<file path="config.mk">
export PLATFORM = sky130hd
export DESIGN_NAME = opdec_top
export DESIGN_NICKNAME = d
export VERILOG_FILES = /design/src/hw/opdec_pkg.sv /design/src/hw/opdec_ram_if.sv /design/src/hw/opdec_top.sv /design/src/hw/opdec_ram_addr.sv
export SDC_FILE = /design/constraint.sdc
export NUM_CORES = 1
export LEC_CHECK = 0
export CORE_ASPECT_RATIO = 1.25
export CORE_UTILIZATION = 63
export CTS_BUF_LIST = sky130_fd_sc_hd__clkbuf_16
export DETAILED_ROUTE_END_ITERATION = 12
export DONT_BUFFER_PORTS = 1
export GPL_TIMING_DRIVEN = 0
export MAX_ROUTING_LAYER = met4
export PLACE_DENSITY = 0.77
export SLEW_MARGIN = 20
export SYNTH_ARGS = -nofsm -noshare
export SYNTH_HDL_FRONTEND = slang
export SYNTH_SLANG_ARGS = --single-unit
</file>
<file path="constraint.sdc">
create_clock -name clk_i -period 2.7 [get_ports clk_i]
set_input_delay 0.135 -clock clk_i [delete_from_list [all_inputs] [get_ports clk_i]]
set_output_delay 0.135 -clock clk_i [all_outputs]
set_load 0.01 [all_outputs]
</file>
<file path="src/hw/opdec_pkg.sv">
// Shared constants and types of the operand field decoder.
// Assumes 16-bit instruction words and one core clock domain.
package opdec_pkg;

  ////////////////////////////////////////////////////////////////////////
  // Widths
  localparam int INSTR_W = 16;
  localparam int BANK_W = 4;
  localparam int F8_W = 8;
  localparam int F12_W = 12;
  localparam int LIT_W = 20;
  localparam int PC_W = 21;
  localparam int UPPER_W = 5;
  localparam int FLAG_W = 5;
  localparam int OSC_PER_ICYC = 4;

  typedef logic [PC_W-1:0] opdec_pc_type;
  typedef logic [LIT_W-1:0] opdec_lit_type;
  typedef logic [F12_W-1:0] opdec_f12_type;

  ////////////////////////////////////////////////////////////////////////
  // Field positions inside a word
  localparam int F8_MSB = 7;
  localparam int F12_MSB = 11;
  localparam int POS_ACCESS = 8;
  localparam int POS_DEST = 9;
  localparam int BIT_LSB = 9;
  localparam int BIT_MSB = 11;
  localparam int LIT8_MSB = 7;
  localparam int LIT12_HI_MSB = 3;
  localparam int BRA_MSB = 10;
  localparam int BRC_MSB = 7;
  localparam int POS_FAST_CALL = 8;
  localparam int POS_FAST_RET = 0;
  localparam int TBL_MSB = 1;
  localparam int TAG_LSB = 12;
  localparam int TAG_MSB = 15;
  localparam logic [3:0] SECOND_WORD_TAG = 4'hf;
  localparam logic [BANK_W-1:0] ACCESS_LO_BANK = 4'h0;

  // Flag bit positions in the status register
  localparam int FLAG_CARRY = 0;
  localparam int FLAG_HALF_CARRY = 1;
  localparam int FLAG_ZERO = 2;
  localparam int FLAG_SIGNED_WRAP = 3;
  localparam int FLAG_NEGATIVE = 4;

  // Literal widths reported with the literal
  localparam logic [4:0] LIT_W8 = 5'h08;
  localparam logic [4:0] LIT_W12 = 5'h0c;
  localparam logic [4:0] LIT_W20 = 5'h14;

  ////////////////////////////////////////////////////////////////////////
  // Register byte offsets and reset values
  localparam logic [7:0] OFF_BANK = 8'h00;
  localparam logic [7:0] OFF_TABLE_POINTER = 8'h04;
  localparam logic [7:0] OFF_TBLLAT = 8'h08;
  localparam logic [7:0] OFF_PROD_LO = 8'h0c;
  localparam logic [7:0] OFF_PROD_HI = 8'h10;
  localparam logic [7:0] OFF_FLAGS = 8'h14;
  localparam logic [7:0] OFF_PC_LOW = 8'h18;
  localparam logic [7:0] OFF_PC_HIGH = 8'h1c;
  localparam logic [7:0] OFF_PC_UPPER = 8'h20;
  localparam logic [7:0] OFF_DECSTAT = 8'h24;
  localparam logic [BANK_W-1:0] BANK_RST = 4'h0;
  localparam logic [PC_W-1:0] TABLE_POINTER_RST = 21'h000000;
  localparam logic [7:0] BYTE_RST = 8'h00;
  localparam logic [FLAG_W-1:0] FLAGS_RST = 5'h00;
  localparam logic [UPPER_W-1:0] UPPER_RST = 5'h00;

  ////////////////////////////////////////////////////////////////////////
  // Enumerations
  typedef enum logic [3:0] {
    FMT_NONE = 4'h0, FMT_BYTE = 4'h1, FMT_BIT = 4'h2, FMT_LIT8 = 4'h3,
    FMT_LIT12 = 4'h4, FMT_MOVE = 4'h5, FMT_CALL = 4'h6, FMT_GOTO = 4'h7,
    FMT_BRA = 4'h8, FMT_BRC = 4'h9, FMT_RET = 4'ha, FMT_TABLE = 4'hb,
    FMT_NOP = 4'hc
  } opdec_fmt_type;

  typedef enum logic [1:0] {
    TBL_KEEP = 2'h0, TBL_POST_INC = 2'h1, TBL_POST_DEC = 2'h2,
    TBL_PRE_INC = 2'h3
  } opdec_tbl_type;

  typedef enum logic {ST_IDLE = 1'b0, ST_SECOND = 1'b1} opdec_state_type;

endpackage

</file>
<file path="src/hw/opdec_ram_if.sv">
// Carries one RAM address request between decoder and address former.
// Assumes both ends sit in the same clock domain.
`timescale 1ns/1ps
interface opdec_ram_if;
  logic access_sel;
  logic [opdec_pkg::BANK_W-1:0] bank;
  logic [opdec_pkg::F8_W-1:0] file_addr;
  logic [opdec_pkg::F12_W-1:0] full_addr;
  modport calc (input access_sel, input bank, input file_addr,
                output full_addr);
  modport user (output access_sel, output bank, output file_addr,
                input full_addr);
endinterface

</file>
<file path="src/hw/opdec_top.sv">
// Operand field decoder with its Wishbone register file.
// Assumes fetch supplies word, valid strobe and format on clk_i.
//
// Operation
// - Access bit 0: access region, bank ignored
// - Access bit 1: bank from bank register
// - Three-bit index picks bit 0 to 7
// - Dest bit 0 accumulator, 1 file register
// - Short file address is 8 bits
// - Move source address is 12 bits
// - Move target address is 12 bits
// - Literal is 8, 12 or 20 bits
// - Table mode: keep, post-inc, post-dec, pre-inc
// - Branch offset signed, call target absolute
// - Fast bit selects shadow save or restore
// - Don't-care bits ignored, zero recommended
// - 21-bit table pointer, 8-bit table latch
// - Five ALU status flags updated
// - Product held as two addressable bytes
// - Program counter high and upper latches
// - Lone second word behaves as no-op
// - Operands valid within four-period cycle
`timescale 1ns/1ps
module opdec_top #(
  parameter logic [opdec_pkg::F8_W-1:0] ACCESS_SPLIT = 8'h80,
  parameter logic [opdec_pkg::BANK_W-1:0] ACCESS_HI_BANK = 4'hf
) (
  input wire logic clk_i,
  input wire logic rst_i,
  input wire logic [15:0] instr_i,
  input wire logic instr_valid_i,
  input opdec_pkg::opdec_fmt_type fmt_i,
  input wire logic [4:0] alu_flags_i,
  input wire logic alu_flags_we_i,
  input wire logic [15:0] prod_i,
  input wire logic prod_we_i,
  input wire logic [7:0] tbl_data_i,
  input wire logic tbl_data_we_i,
  input wire logic [7:0] pc_low_i,
  input wire logic wb_cyc_i,
  input wire logic wb_stb_i,
  input wire logic wb_we_i,
  input wire logic [7:0] wb_adr_i,
  input wire logic [3:0] wb_sel_i,
  input wire logic [31:0] wb_dat_i,
  output logic [31:0] wb_dat_o,
  output logic wb_ack_o,
  output logic dec_valid_o,
  output opdec_pkg::opdec_fmt_type class_o,
  output logic [11:0] ram_addr_o,
  output logic [2:0] bit_index_o,
  output logic [7:0] bit_mask_o,
  output logic dest_file_o,
  output logic [7:0] file_addr_o,
  output logic [11:0] src_addr_o,
  output logic [11:0] dst_addr_o,
  output logic [19:0] literal_o,
  output logic [4:0] lit_width_o,
  output logic branch_rel_o,
  output logic [20:0] branch_off_o,
  output logic branch_abs_o,
  output logic fast_o,
  output opdec_pkg::opdec_tbl_type tbl_mode_o,
  output logic [20:0] tbl_addr_o,
  output logic [7:0] pc_high_latch_o,
  output logic [4:0] pc_upper_latch_o
);

  opdec_pkg::opdec_state_type state_r, state_nxt;
  opdec_pkg::opdec_fmt_type first_fmt_r, first_fmt_nxt, class_nxt;
  opdec_pkg::opdec_tbl_type tbl_mode_nxt;
  logic [15:0] first_r, first_nxt;
  logic [3:0] bank_r;
  logic [20:0] tbl_ptr_r, tbl_ptr_nxt, tbl_addr_nxt;
  logic [7:0] tbl_latch_r, prod_lo_r, prod_hi_r, pc_low_r;
  logic [4:0] flags_r, lit_width_nxt;
  logic valid_nxt, dest_nxt, rel_nxt, abs_nxt, fast_nxt, tbl_upd;
  logic use_ram, is_tag;
  logic [2:0] bit_idx_nxt;
  logic [7:0] bit_mask_nxt, file_nxt;
  logic [11:0] ram_nxt, src_nxt, dst_nxt;
  logic [19:0] lit_nxt;
  logic [20:0] off_nxt;
  logic wb_req, wb_wr;
  logic [7:0] adr_w;
  logic [31:0] rd_nxt, merged;

  opdec_ram_if ram_bus ();

  opdec_ram_addr #(
    .ACCESS_SPLIT(ACCESS_SPLIT),
    .ACCESS_HI_BANK(ACCESS_HI_BANK)
  ) u_ram_addr (
    .ram_io(ram_bus.calc)
  );

  ////////////////////////////////////////////////////////////////////////
  // Field extraction
  assign is_tag = instr_i[opdec_pkg::TAG_MSB:opdec_pkg::TAG_LSB] ==
                  opdec_pkg::SECOND_WORD_TAG;
  assign ram_bus.access_sel = instr_i[opdec_pkg::POS_ACCESS];
  assign ram_bus.bank = bank_r;
  assign ram_bus.file_addr = instr_i[opdec_pkg::F8_MSB:0];

  always_comb begin
    valid_nxt = 1'b0;
    class_nxt = opdec_pkg::FMT_NONE;
    state_nxt = state_r;
    first_nxt = first_r;
    first_fmt_nxt = first_fmt_r;
    use_ram = 1'b0;
    dest_nxt = 1'b0;
    bit_idx_nxt = 3'h0;
    bit_mask_nxt = 8'h00;
    file_nxt = 8'h00;
    src_nxt = 12'h000;
    dst_nxt = 12'h000;
    lit_nxt = 20'h00000;
    lit_width_nxt = 5'h00;
    rel_nxt = 1'b0;
    abs_nxt = 1'b0;
    off_nxt = 21'h000000;
    fast_nxt = 1'b0;
    tbl_mode_nxt = opdec_pkg::TBL_KEEP;
    tbl_upd = 1'b0;
    tbl_ptr_nxt = tbl_ptr_r;
    tbl_addr_nxt = 21'h000000;
    if (instr_valid_i && state_r == opdec_pkg::ST_SECOND) begin
      state_nxt = opdec_pkg::ST_IDLE;
      valid_nxt = 1'b1;
      class_nxt = first_fmt_r;
      case (first_fmt_r)
        opdec_pkg::FMT_MOVE: begin
          src_nxt = first_r[opdec_pkg::F12_MSB:0];
          dst_nxt = instr_i[opdec_pkg::F12_MSB:0];
        end
        opdec_pkg::FMT_LIT12: begin
          lit_nxt = opdec_pkg::opdec_lit_type'(
            {first_r[opdec_pkg::LIT12_HI_MSB:0],
             instr_i[opdec_pkg::LIT8_MSB:0]});
          lit_width_nxt = opdec_pkg::LIT_W12;
        end
        opdec_pkg::FMT_CALL, opdec_pkg::FMT_GOTO: begin
          lit_nxt = {instr_i[opdec_pkg::F12_MSB:0],
                     first_r[opdec_pkg::LIT8_MSB:0]};
          lit_width_nxt = opdec_pkg::LIT_W20;
          abs_nxt = 1'b1;
          fast_nxt = (first_fmt_r == opdec_pkg::FMT_CALL) &&
                     first_r[opdec_pkg::POS_FAST_CALL];
        end
        default: begin
        end
      endcase
    end else if (instr_valid_i && is_tag) begin
      valid_nxt = 1'b1;
      class_nxt = opdec_pkg::FMT_NOP;
    end else if (instr_valid_i) begin
      valid_nxt = 1'b1;
      class_nxt = fmt_i;
      file_nxt = instr_i[opdec_pkg::F8_MSB:0];
      case (fmt_i)
        opdec_pkg::FMT_BYTE: begin
          use_ram = 1'b1;
          dest_nxt = instr_i[opdec_pkg::POS_DEST];
        end
        opdec_pkg::FMT_BIT: begin
          use_ram = 1'b1;
          bit_idx_nxt = instr_i[opdec_pkg::BIT_MSB:opdec_pkg::BIT_LSB];
          bit_mask_nxt = 8'h01 << bit_idx_nxt;
        end
        opdec_pkg::FMT_LIT8: begin
          file_nxt = 8'h00;
          lit_nxt = opdec_pkg::opdec_lit_type'(
            instr_i[opdec_pkg::LIT8_MSB:0]);
          lit_width_nxt = opdec_pkg::LIT_W8;
        end
        opdec_pkg::FMT_MOVE, opdec_pkg::FMT_LIT12,
        opdec_pkg::FMT_CALL, opdec_pkg::FMT_GOTO: begin
          valid_nxt = 1'b0;
          class_nxt = opdec_pkg::FMT_NONE;
          file_nxt = 8'h00;
          state_nxt = opdec_pkg::ST_SECOND;
          first_nxt = instr_i;
          first_fmt_nxt = fmt_i;
        end
        opdec_pkg::FMT_BRA: begin
          file_nxt = 8'h00;
          rel_nxt = 1'b1;
          off_nxt = opdec_pkg::opdec_pc_type'(
            $signed(instr_i[opdec_pkg::BRA_MSB:0]));
        end
        opdec_pkg::FMT_BRC: begin
          file_nxt = 8'h00;
          rel_nxt = 1'b1;
          off_nxt = opdec_pkg::opdec_pc_type'(
            $signed(instr_i[opdec_pkg::BRC_MSB:0]));
        end
        opdec_pkg::FMT_RET: begin
          file_nxt = 8'h00;
          fast_nxt = instr_i[opdec_pkg::POS_FAST_RET];
        end
        opdec_pkg::FMT_TABLE: begin
          file_nxt = 8'h00;
          tbl_mode_nxt = opdec_pkg::opdec_tbl_type'(
            instr_i[opdec_pkg::TBL_MSB:0]);
          tbl_upd = tbl_mode_nxt != opdec_pkg::TBL_KEEP;
          tbl_addr_nxt = tbl_ptr_r;
          if (tbl_mode_nxt == opdec_pkg::TBL_POST_DEC) begin
            tbl_ptr_nxt = tbl_ptr_r - 21'h000001;
          end else if (tbl_mode_nxt != opdec_pkg::TBL_KEEP) begin
            tbl_ptr_nxt = tbl_ptr_r + 21'h000001;
          end
          if (tbl_mode_nxt == opdec_pkg::TBL_PRE_INC) begin
            tbl_addr_nxt = tbl_ptr_nxt;
          end
        end
        default: begin
          file_nxt = 8'h00;
        end
      endcase
    end
    ram_nxt = use_ram ? ram_bus.full_addr : 12'h000;
  end

  ////////////////////////////////////////////////////////////////////////
  // Decode outputs
  always_ff @(posedge clk_i) begin
    if (rst_i) begin
      state_r <= opdec_pkg::ST_IDLE;
      first_r <= 16'h0000;
      first_fmt_r <= opdec_pkg::FMT_NONE;
    end else begin
      state_r <= state_nxt;
      first_r <= first_nxt;
      first_fmt_r <= first_fmt_nxt;
    end
  end

  always_ff @(posedge clk_i) begin
    if (rst_i) begin
      dec_valid_o <= 1'b0;
      class_o <= opdec_pkg::FMT_NONE;
      ram_addr_o <= 12'h000;
      bit_index_o <= 3'h0;
      bit_mask_o <= 8'h00;
      dest_file_o <= 1'b0;
      file_addr_o <= 8'h00;
      src_addr_o <= 12'h000;
      dst_addr_o <= 12'h000;
      literal_o <= 20'h00000;
      lit_width_o <= 5'h00;
      branch_rel_o <= 1'b0;
      branch_off_o <= 21'h000000;
      branch_abs_o <= 1'b0;
      fast_o <= 1'b0;
      tbl_mode_o <= opdec_pkg::TBL_KEEP;
      tbl_addr_o <= 21'h000000;
    end else begin
      dec_valid_o <= valid_nxt;
      class_o <= class_nxt;
      ram_addr_o <= ram_nxt;
      bit_index_o <= bit_idx_nxt;
      bit_mask_o <= bit_mask_nxt;
      dest_file_o <= dest_nxt;
      file_addr_o <= file_nxt;
      src_addr_o <= src_nxt;
      dst_addr_o <= dst_nxt;
      literal_o <= lit_nxt;
      lit_width_o <= lit_width_nxt;
      branch_rel_o <= rel_nxt;
      branch_off_o <= off_nxt;
      branch_abs_o <= abs_nxt;
      fast_o <= fast_nxt;
      tbl_mode_o <= tbl_mode_nxt;
      tbl_addr_o <= tbl_addr_nxt;
    end
  end

  ////////////////////////////////////////////////////////////////////////
  // Wishbone slave: ack one cycle after request, unmapped reads zero
  function automatic logic [31:0] lane_merge(input logic [31:0] old_v,
      input logic [31:0] new_v, input logic [3:0] sel);
    logic [31:0] res;
    res = old_v;
    for (int i = 0; i < 4; i++) begin
      if (sel[i]) begin
        res[8*i +: 8] = new_v[8*i +: 8];
      end
    end
    return res;
  endfunction

  assign wb_req = wb_cyc_i && wb_stb_i && !wb_ack_o;
  assign wb_wr = wb_req && wb_we_i;
  assign adr_w = {wb_adr_i[7:2], 2'b00};
  assign merged = lane_merge(rd_nxt, wb_dat_i, wb_sel_i);

  always_comb begin
    if (adr_w == opdec_pkg::OFF_BANK) begin
      rd_nxt = 32'(bank_r);
    end else if (adr_w == opdec_pkg::OFF_TABLE_POINTER) begin
      rd_nxt = 32'(tbl_ptr_r);
    end else if (adr_w == opdec_pkg::OFF_TBLLAT) begin
      rd_nxt = 32'(tbl_latch_r);
    end else if (adr_w == opdec_pkg::OFF_PROD_LO) begin
      rd_nxt = 32'(prod_lo_r);
    end else if (adr_w == opdec_pkg::OFF_PROD_HI) begin
      rd_nxt = 32'(prod_hi_r);
    end else if (adr_w == opdec_pkg::OFF_FLAGS) begin
      rd_nxt = 32'(flags_r);
    end else if (adr_w == opdec_pkg::OFF_PC_LOW) begin
      rd_nxt = 32'(pc_low_r);
    end else if (adr_w == opdec_pkg::OFF_PC_HIGH) begin
      rd_nxt = 32'(pc_high_latch_o);
    end else if (adr_w == opdec_pkg::OFF_PC_UPPER) begin
      rd_nxt = 32'(pc_upper_latch_o);
    end else if (adr_w == opdec_pkg::OFF_DECSTAT) begin
      rd_nxt = 32'({first_fmt_r, state_r, class_o});
    end else begin
      rd_nxt = 32'h00000000;
    end
  end

  always_ff @(posedge clk_i) begin
    if (rst_i) begin
      wb_ack_o <= 1'b0;
      wb_dat_o <= 32'h00000000;
    end else begin
      wb_ack_o <= wb_req;
      wb_dat_o <= wb_req ? rd_nxt : 32'h00000000;
    end
  end

  ////////////////////////////////////////////////////////////////////////
  // Registers; hardware updates win over a same-cycle bus write
  always_ff @(posedge clk_i) begin
    if (rst_i) begin
      bank_r <= opdec_pkg::BANK_RST;
    end else if (wb_wr && adr_w == opdec_pkg::OFF_BANK) begin
      bank_r <= merged[opdec_pkg::BANK_W-1:0];
    end
  end

  always_ff @(posedge clk_i) begin
    if (rst_i) begin
      tbl_ptr_r <= opdec_pkg::TABLE_POINTER_RST;
    end else if (tbl_upd) begin
      tbl_ptr_r <= tbl_ptr_nxt;
    end else if (wb_wr && adr_w == opdec_pkg::OFF_TABLE_POINTER) begin
      tbl_ptr_r <= merged[opdec_pkg::PC_W-1:0];
    end
  end

  always_ff @(posedge clk_i) begin
    if (rst_i) begin
      tbl_latch_r <= opdec_pkg::BYTE_RST;
    end else if (tbl_data_we_i) begin
      tbl_latch_r <= tbl_data_i;
    end else if (wb_wr && adr_w == opdec_pkg::OFF_TBLLAT) begin
      tbl_latch_r <= merged[7:0];
    end
  end

  always_ff @(posedge clk_i) begin
    if (rst_i) begin
      prod_lo_r <= opdec_pkg::BYTE_RST;
      prod_hi_r <= opdec_pkg::BYTE_RST;
    end else if (prod_we_i) begin
      prod_lo_r <= prod_i[7:0];
      prod_hi_r <= prod_i[15:8];
    end else if (wb_wr && adr_w == opdec_pkg::OFF_PROD_LO) begin
      prod_lo_r <= merged[7:0];
    end else if (wb_wr && adr_w == opdec_pkg::OFF_PROD_HI) begin
      prod_hi_r <= merged[7:0];
    end
  end

  always_ff @(posedge clk_i) begin
    if (rst_i) begin
      flags_r <= opdec_pkg::FLAGS_RST;
    end else if (alu_flags_we_i) begin
      flags_r <= alu_flags_i;
    end else if (wb_wr && adr_w == opdec_pkg::OFF_FLAGS) begin
      flags_r <= merged[opdec_pkg::FLAG_W-1:0];
    end
  end

  always_ff @(posedge clk_i) begin
    if (rst_i) begin
      pc_low_r <= opdec_pkg::BYTE_RST;
      pc_high_latch_o <= opdec_pkg::BYTE_RST;
      pc_upper_latch_o <= opdec_pkg::UPPER_RST;
    end else begin
      pc_low_r <= pc_low_i;
      if (wb_wr && adr_w == opdec_pkg::OFF_PC_HIGH) begin
        pc_high_latch_o <= merged[7:0];
      end
      if (wb_wr && adr_w == opdec_pkg::OFF_PC_UPPER) begin
        pc_upper_latch_o <= merged[opdec_pkg::UPPER_W-1:0];
      end
    end
  end

  ////////////////////////////////////////////////////////////////////////
  // Checks
  // access region
  chk_access_ram: assert property (
    @(posedge clk_i) disable iff (rst_i)
    (instr_valid_i && state_r == opdec_pkg::ST_IDLE && !is_tag &&
     fmt_i == opdec_pkg::FMT_BYTE && !instr_i[8] &&
     instr_i[7:0] < ACCESS_SPLIT) |=> ram_addr_o[11:8] == 4'h0)
    else $error("Access region not selected");

  chk_bank_sel: assert property (
    @(posedge clk_i) disable iff (rst_i)
    (instr_valid_i && state_r == opdec_pkg::ST_IDLE && !is_tag &&
     fmt_i == opdec_pkg::FMT_BIT && instr_i[8])
    |=> ram_addr_o == {$past(bank_r), $past(instr_i[7:0])})
    else $error("Bank register not used");

  chk_bit_mask: assert property (
    @(posedge clk_i) disable iff (rst_i)
    (instr_valid_i && state_r == opdec_pkg::ST_IDLE && !is_tag &&
     fmt_i == opdec_pkg::FMT_BIT)
    |=> bit_mask_o == (8'h01 << $past(instr_i[11:9])))
    else $error("Bit mask wrong");

  chk_dest_sel: assert property (
    @(posedge clk_i) disable iff (rst_i)
    (instr_valid_i && state_r == opdec_pkg::ST_IDLE && !is_tag &&
     fmt_i == opdec_pkg::FMT_BYTE) |=> dest_file_o == $past(instr_i[9]))
    else $error("Destination select wrong");

  chk_move_addr: assert property (
    @(posedge clk_i) disable iff (rst_i)
    (instr_valid_i && state_r == opdec_pkg::ST_SECOND &&
     first_fmt_r == opdec_pkg::FMT_MOVE)
    |=> dec_valid_o && dst_addr_o == $past(instr_i[11:0]) &&
        src_addr_o == $past(first_r[11:0]))
    else $error("Move addresses wrong");

  chk_tbl_step: assert property (
    @(posedge clk_i) disable iff (rst_i)
    (instr_valid_i && state_r == opdec_pkg::ST_IDLE && !is_tag &&
     fmt_i == opdec_pkg::FMT_TABLE && instr_i[1:0] == 2'h1)
    |=> tbl_ptr_r == $past(tbl_ptr_r) + 21'h000001 &&
        tbl_addr_o == $past(tbl_ptr_r))
    else $error("Table pointer step wrong");

  chk_branch_sext: assert property (
    @(posedge clk_i) disable iff (rst_i)
    (instr_valid_i && state_r == opdec_pkg::ST_IDLE && !is_tag &&
     fmt_i == opdec_pkg::FMT_BRA && instr_i[10])
    |=> branch_rel_o && branch_off_o[20:11] == 10'h3ff)
    else $error("Branch offset not sign extended");

  chk_lone_nop: assert property (
    @(posedge clk_i) disable iff (rst_i)
    (instr_valid_i && state_r == opdec_pkg::ST_IDLE && is_tag)
    |=> dec_valid_o && class_o == opdec_pkg::FMT_NOP && literal_o == 0)
    else $error("Lone second word not a no-op");

  chk_unused_zero: assert property (
    @(posedge clk_i) disable iff (rst_i)
    (dec_valid_o && class_o == opdec_pkg::FMT_LIT8)
    |-> file_addr_o == 8'h00 && ram_addr_o == 12'h000 && !fast_o)
    else $error("Unused field not zero");

endmodule // opdec_top

</file>
<file path="src/hw/opdec_ram_addr.sv">
// Forms the 12-bit data RAM address from access bit, bank and offset.
// Assumes the caller registers the result; purely combinational.
`timescale 1ns/1ps
module opdec_ram_addr #(
  parameter logic [opdec_pkg::F8_W-1:0] ACCESS_SPLIT = 8'h80,
  parameter logic [opdec_pkg::BANK_W-1:0] ACCESS_HI_BANK = 4'hf
) (
  opdec_ram_if.calc ram_io
);

  always_comb begin
    if (ram_io.access_sel) begin
      ram_io.full_addr = {ram_io.bank, ram_io.file_addr};
    end else if (ram_io.file_addr < ACCESS_SPLIT) begin
      ram_io.full_addr = {opdec_pkg::ACCESS_LO_BANK, ram_io.file_addr};
    end else begin
      ram_io.full_addr = {ACCESS_HI_BANK, ram_io.file_addr};
    end
  end

endmodule // opdec_ram_addr

</file>
# [Yosys cells after proc, flatten, opt, wreduce, memory -nomap -nowiden]
# Index checks and enable logic that the tools add are counted.
[op_classes] mux=67 addsub=2 shifts=1 div=0 bitwise=10 n_mul=0 eq_ne=32 n_lt_le_gt_ge=1 reduce_logical=41
[op_table] operator="$mux 21" n=11
[op_table] operator="$mux 8" n=12
[op_table] operator="$mux 9" n=8
[op_table] operator="$pmux 21 s2" n=1
[op_table] operator="$pmux 20 s2" n=1
[op_table] operator="$eq 4x3->1 const B" n=8
[op_table] operator="$mux 4" n=7
[op_table] operator="$eq 6x3->1 const B" n=4
[op_table] operator="$mux 12" n=2
[op_table] operator="$add 21x1->21 const B" n=1
[op_table] operator="$sub 21x1->21 const B" n=1
[op_table] operator="$eq 4x4->1 const B" n=5
[op_table] operator="$mux 20" n=1
[op_table] operator="$mux 5" n=4
[op_table] operator="$reduce_or 5->1" n=4
[op_table] operator="$mux 1" n=19
[op_table] operator="$logic_and 1x1->1" n=14
[op_table] operator="$reduce_or 2->1" n=7
[op_table] operator="$eq 6x2->1 const B" n=2
[op_table] operator="$eq 6x4->1 const B" n=2
[op_table] operator="$reduce_bool 2->1" n=6
[op_table] operator="$reduce_or 11->1" n=1
[op_table] operator="$not 1->1" n=10
[op_table] operator="$pmux 5 s2" n=1
[op_table] operator="other kinds (16)" n=22
[word_totals] n_memories=0 mem_bits_rw=0 elab_cells=186 latch_bits=0 reg_bits=258 rom_bits=0 input_bits=110

# [Depth between registers and ports, before layout]
[logic_depth] ltp_word=15 mapped_depth=9

# [Hierarchy]
# Synthesis repeated with hierarchy kept, for this count alone.
[hier_totals] cells_unflattened=1170 hier_area_um2=10117.2
[by_module_without_submodules] mod="opdec_top" area_each_um2=10012.1 cells_per_inst=1158 instances=1
[by_module_without_submodules] mod="opdec_ram_addr" area_each_um2=105.1 cells_per_inst=12 instances=1

# [Worst setup path after synthesis]
# OpenSTA, ideal clock, no wires.
[synth_path] path_type="register to register" startpoint="reg tbl_ptr_r[3]" endpoint="reg tbl_ptr_r[20]" path_buffers=2 required_time_ns=2.626 slack_ns=0.299 t_arrival_ns=2.327 path_stages_with_launch=9 path_cell_list="dfxtp_1 -> buf_6 -> or4_4 -> buf_6 -> or4b_4 -> nor4_2 -> o21ai_1 -> or3_1 -> a31oi_1"
[synth_between] elab_chain_len=8 elab_cells_between_ends=9
[synth_rtl] item="start: declaration" line="opdec_top.sv:74" source="logic [20:0] tbl_ptr_r, tbl_ptr_nxt, tbl_addr_nxt;"
[synth_rtl] item="start signal: assignment" line="opdec_top.sv:346" source="tbl_ptr_r <= opdec_pkg::TABLE_POINTER_RST;"
[synth_rtl] item="start signal: assignment" line="opdec_top.sv:348" source="tbl_ptr_r <= tbl_ptr_nxt;"
[synth_rtl] item="start signal: assignment" line="opdec_top.sv:350" source="tbl_ptr_r <= merged[opdec_pkg::PC_W-1:0];"
[synth_rtl] item="$add 21x1->21" line="opdec_top.sv:211" source="tbl_ptr_nxt = tbl_ptr_r + 21'h000001;"
[synth_rtl] item="$mux 21" line="opdec_top.sv:210" source="end else if (tbl_mode_nxt != opdec_pkg::TBL_KEEP) begin"
[synth_rtl] item="$mux 21 (*)" line="opdec_top.sv:208" source="if (tbl_mode_nxt == opdec_pkg::TBL_POST_DEC) begin"
[synth_rtl] item="$mux 21 (*)" line="opdec_top.sv:161" source="case (fmt_i)"
[synth_rtl] item="$mux 21 (*)" line="opdec_top.sv:157" source="end else if (instr_valid_i) begin"
[synth_rtl] item="$mux 21 (*)" line="opdec_top.sv:154" source="end else if (instr_valid_i && is_tag) begin"
[synth_rtl] item="$mux 21 (*)" line="opdec_top.sv:128" source="if (instr_valid_i && state_r == opdec_pkg::ST_SECOND) begin"
[synth_rtl] item="$mux 21 (*)" line="opdec_top.sv:347" source="end else if (tbl_upd) begin"
# Every way passes the cells marked *; elsewhere a longest branch is shown, timed or not. The select of a mux whose other input is x is not followed.
# A chain may end at the register's enable or synchronous reset.

# [Worst setup path after layout]
[layout_path] startpoint="reg state_r" endpoint="reg tbl_ptr_r[10]"
[layout_between] elab_chain_len=4 elab_cells_between_ends=9
[layout_rtl] item="start: declaration" line="opdec_top.sv:69" source="opdec_pkg::opdec_state_type state_r, state_nxt;"
[layout_rtl] item="start signal: assignment" line="opdec_top.sv:229" source="state_r <= opdec_pkg::ST_IDLE;"
[layout_rtl] item="start signal: assignment" line="opdec_top.sv:233" source="state_r <= state_nxt;"
[layout_rtl] item="$logic_and 1x1->1 (*)" line="opdec_top.sv:128"
[layout_rtl] item="$mux 1" line="opdec_top.sv:128"
[layout_rtl] item="$ne 2x1->1 (no source line) (tied with other cells)"
[layout_rtl] item="$reduce_and 5->1 (no source line)"
# Every way passes the cells marked *; elsewhere a longest branch is shown, timed or not.

==> flow_metrics.tcl <==
set metrics [dict create \
    ys.flop_type "dfxtp_1" \
    finalCritPeriodShare_pct 98.0 \
    violations "hold timing" \
    worst_pin_slew_ns 1.06 \
    leakagePower_nw 4.32 \
    slowest_stage "clkbuf_1" \
    postLayoutCellArea_sq_mm 0.0118 \
    synth_seq_area_share_pct 47.3 \
    skew_ns 0.0111 \
    post_cts_buffers 0 \
    cts_tree "built" \
    cts_htree_levels 1 \
    post-place-cells 1382 \
    layout.cells.non_filler 1496 \
    worstSkewPairLatency_ns 0.52 \
    grt-ovfl-total 0 \
    clkTransAtPathRegs_ns 0.07 \
    syn_area_sq_mm 0.00995 \
    vias 9692 \
    grt_pass1_wl_mm 51.5 \
    synth-warning-count 0 \
    ant_nets 0 \
    yosys.area.top_type "dfxtp_1" \
    start_util_pct 64.2 \
    ctsLongestPathBuffers 3 \
    min_period_ns 2.65 \
    rsz0062_at_grt "false" \
    p_seq_share_pct 49.5 \
    grt_max_degree 16 \
    wirelength_mm 35.1 \
    clock-sinks 235 \
    synth.most_common_cell "dfxtp_1" \
    crit_top_cell "clkbuf_1" \
    place_area_sq_mm 0.0103 \
    maxCapViolations 0 \
    synthTopCellsByArea "dfxtp_1, a21oi_1, nand2_1" \
    path_cells "clkbuf_1 > a41oi_2 > o2111a_1 > clkbuf_1 > a32oi_1 > a21oi_1" \
    synth_edf_count 0 \
    finalPower_mw 7.21 \
    finalSetupTns_ns 0 \
    crit_family "compound AO/OA/AOI/OAI gates" \
    die_area_sq_mm 0.0163 \
    clkPwrFrac_pct 42.4 \
    layout-drive-gt1-share_pct 6.94 \
    root_buffer "clkbuf_16" \
    crit_path_start_kind "flip-flop" \
    wl_per_cell_microns 23.5 \
    hold_viol 1 \
    worstSetupEndpointType "flip-flop" \
    fp.dieW_microns 114 \
    power.share.combinational_pct 8.2 \
    drc 0 \
    num-fill-cells 1076 \
    crit_arrival_ns 3.09 \
    yosysTopAreaCellShare_pct 47.3 \
    internal_power_mw 5.44 \
    gp_congestion 1.05 \
    avgSynthCellArea_sq_um 8.60 \
    nNetsFinal 1379 \
    swShare_pct 24.6 \
    coreArea_sq_mm 0.0155 \
    critPathRequiredTime_ns 3.14 \
    hp-class "primary input to flip-flop" \
    cts_made_buffers 22 \
    holdWs_ns -0.00140 \
    worstSetupPathType "flip-flop to flip-flop" \
    setup_viol 0 \
    max-vdd-ir-drop_mv 0.579 \
    fmax_ghz 0.378 \
    setup_ws_ns 0.0537 \
    synth_cells 1158 \
    dp_hpwl_mm 24.2 \
    critPathBufInv 2 \
    dpl_worst_slack_ns -0.276 \
    ys_top_cells_by_count "dfxtp_1, nand2_1, nor2_1, a21oi_1, clkbuf_1" \
    power.density_mw_per_mm2 612 \
    ios 289 \
    track_usage_pct 43.0 \
    drtIter0Drc 1202 \
    max_slew_margin_pct 28.7 \
    row_count 51 \
    die_height_microns 143 \
    antenna_found_initial 1 \
    switchingPower_mw 1.77 \
    ys_types 72 \
    cpPeakStageDelay_ns 0.59 \
    run_status "finished, violations left" \
    vias_per_cell 6.48 \
    grt_pass1_vias 9024 \
    first_pass_iters 8 \
    area_growth_pct 18.4 \
    drv_slew 0 \
    ys_async_sr_fraction_pct 0 \
    ys_ff_latch 235 \
    postLayoutCoreUtil_pct 76.0 \
    io_buffers 0 \
    cp_max_fo 10 \
]
power by group through the flow:
stage               sequential [mW]  clock (mW)  combinational [mW]
finish                         3.57        3.06               0.589
global route                   3.57        3.22               0.618
CTS                            3.56        3.04               0.557
detailed placement             3.64           0               0.451
global placement               3.64           0               0.447
floorplan                      3.63           0               0.323
what timing repair did:
| action | CTS | global route |
|---|---|---|
| endpoints found under the setup margin | 31 | 27 |
| hold endpoints to repair | 135 | 0 |
| resized for setup | 3 | 11 |
| hold buffers | 76 | 0 |
state kept, by name, summed over array words and instances (netlist names), 3 cells and up:
name / count
tbl_addr_o: 21
tbl_ptr_r: 21
wb_dat_o: 21
literal_o: 20
dst_addr_o: 12
first_r: 12
ram_addr_o: 12
src_addr_o: 12
branch_off_o: 11
bit_mask_o: 8
file_addr_o: 8
pc_high_latch_o: 8
pc_low_r: 8
prod_hi_r: 8
prod_lo_r: 8
tbl_latch_r: 8
flags_r: 5
pc_upper_latch_o: 5
bank_r: 4
class_o: 4
first_fmt_r: 4
bit_index_o: 3
lit_width_o: 3
layout by cell type (no fill, tap or decap), drive strengths merged, types with 22 or more instances in the layout:
cell type      n
dfxtp        235
nand3         44
nand2        114
dlygate4sd3   76
nor2b         22
clkbuf        87
and3          22
o21ai         54
a21oi         88
nand2b        22
and2          59
nor3          40
nor2          95
buf           36
inv           26
worst min-delay path, cell delays in order:
cell      delay, ns
nand2_1        0.06
a211oi_1       0.07
a211oi_1       0.20
per-layer routing:
layer,wire length (microns),GRT usage [%]
met3,3700,8.60
met4,2110,24.1
met1,12200,47.1
met2,17100,72.5
met5,0,-
logic make-up after synthesis:
logic type	Yosys count	synth area share, %
simple gates	491	25.6
compound gates	264	17.1
flops	235	47.3
buf+inv	125	5.79
mux	22	2.33
xor+xnor	18	1.58
fa+ha+maj	2	0.251
other cells	1	0.0377
final timing paths:
| check | to | startpoint | slack [ns] | depth (start not counted) |
|---|---|---|---|---|
| setup / recovery | tbl_ptr_r[10]$_SDFFE_PP0P_ | state_r$_SDFFE_PP0P_ | 0.05 | 6 |
| hold / removal | tbl_ptr_r[19]$_SDFFE_PP0P_ | wb_sel_i[2] | -0.001 | 3 |
| setup reg to reg | tbl_ptr_r[10]$_SDFFE_PP0P_ | state_r$_SDFFE_PP0P_ | 0.05 | 6 |
| hold reg to reg | src_addr_o[11]$_SDFF_PP0_ | first_r[11]$_SDFFE_PP0P_ | 0.46 | 1 |
final cells by class:
class / count / area [sq um] / area share [%]
multi-input combinational: 810 / 4770 / 40.5
sequential: 235 / 4700 / 39.9
timing repair buffer: 76 / 761 / 6.46
clock buffer: 22 / 551 / 4.67
buffer: 101 / 490 / 4.16
tap: 212 / 265 / 2.25
clock inverter: 18 / 160 / 1.36
inverter: 21 / 78.8 / 0.669
antenna: 1 / 2.50 / 0.0212
Power figures use the tool's default switching activity.
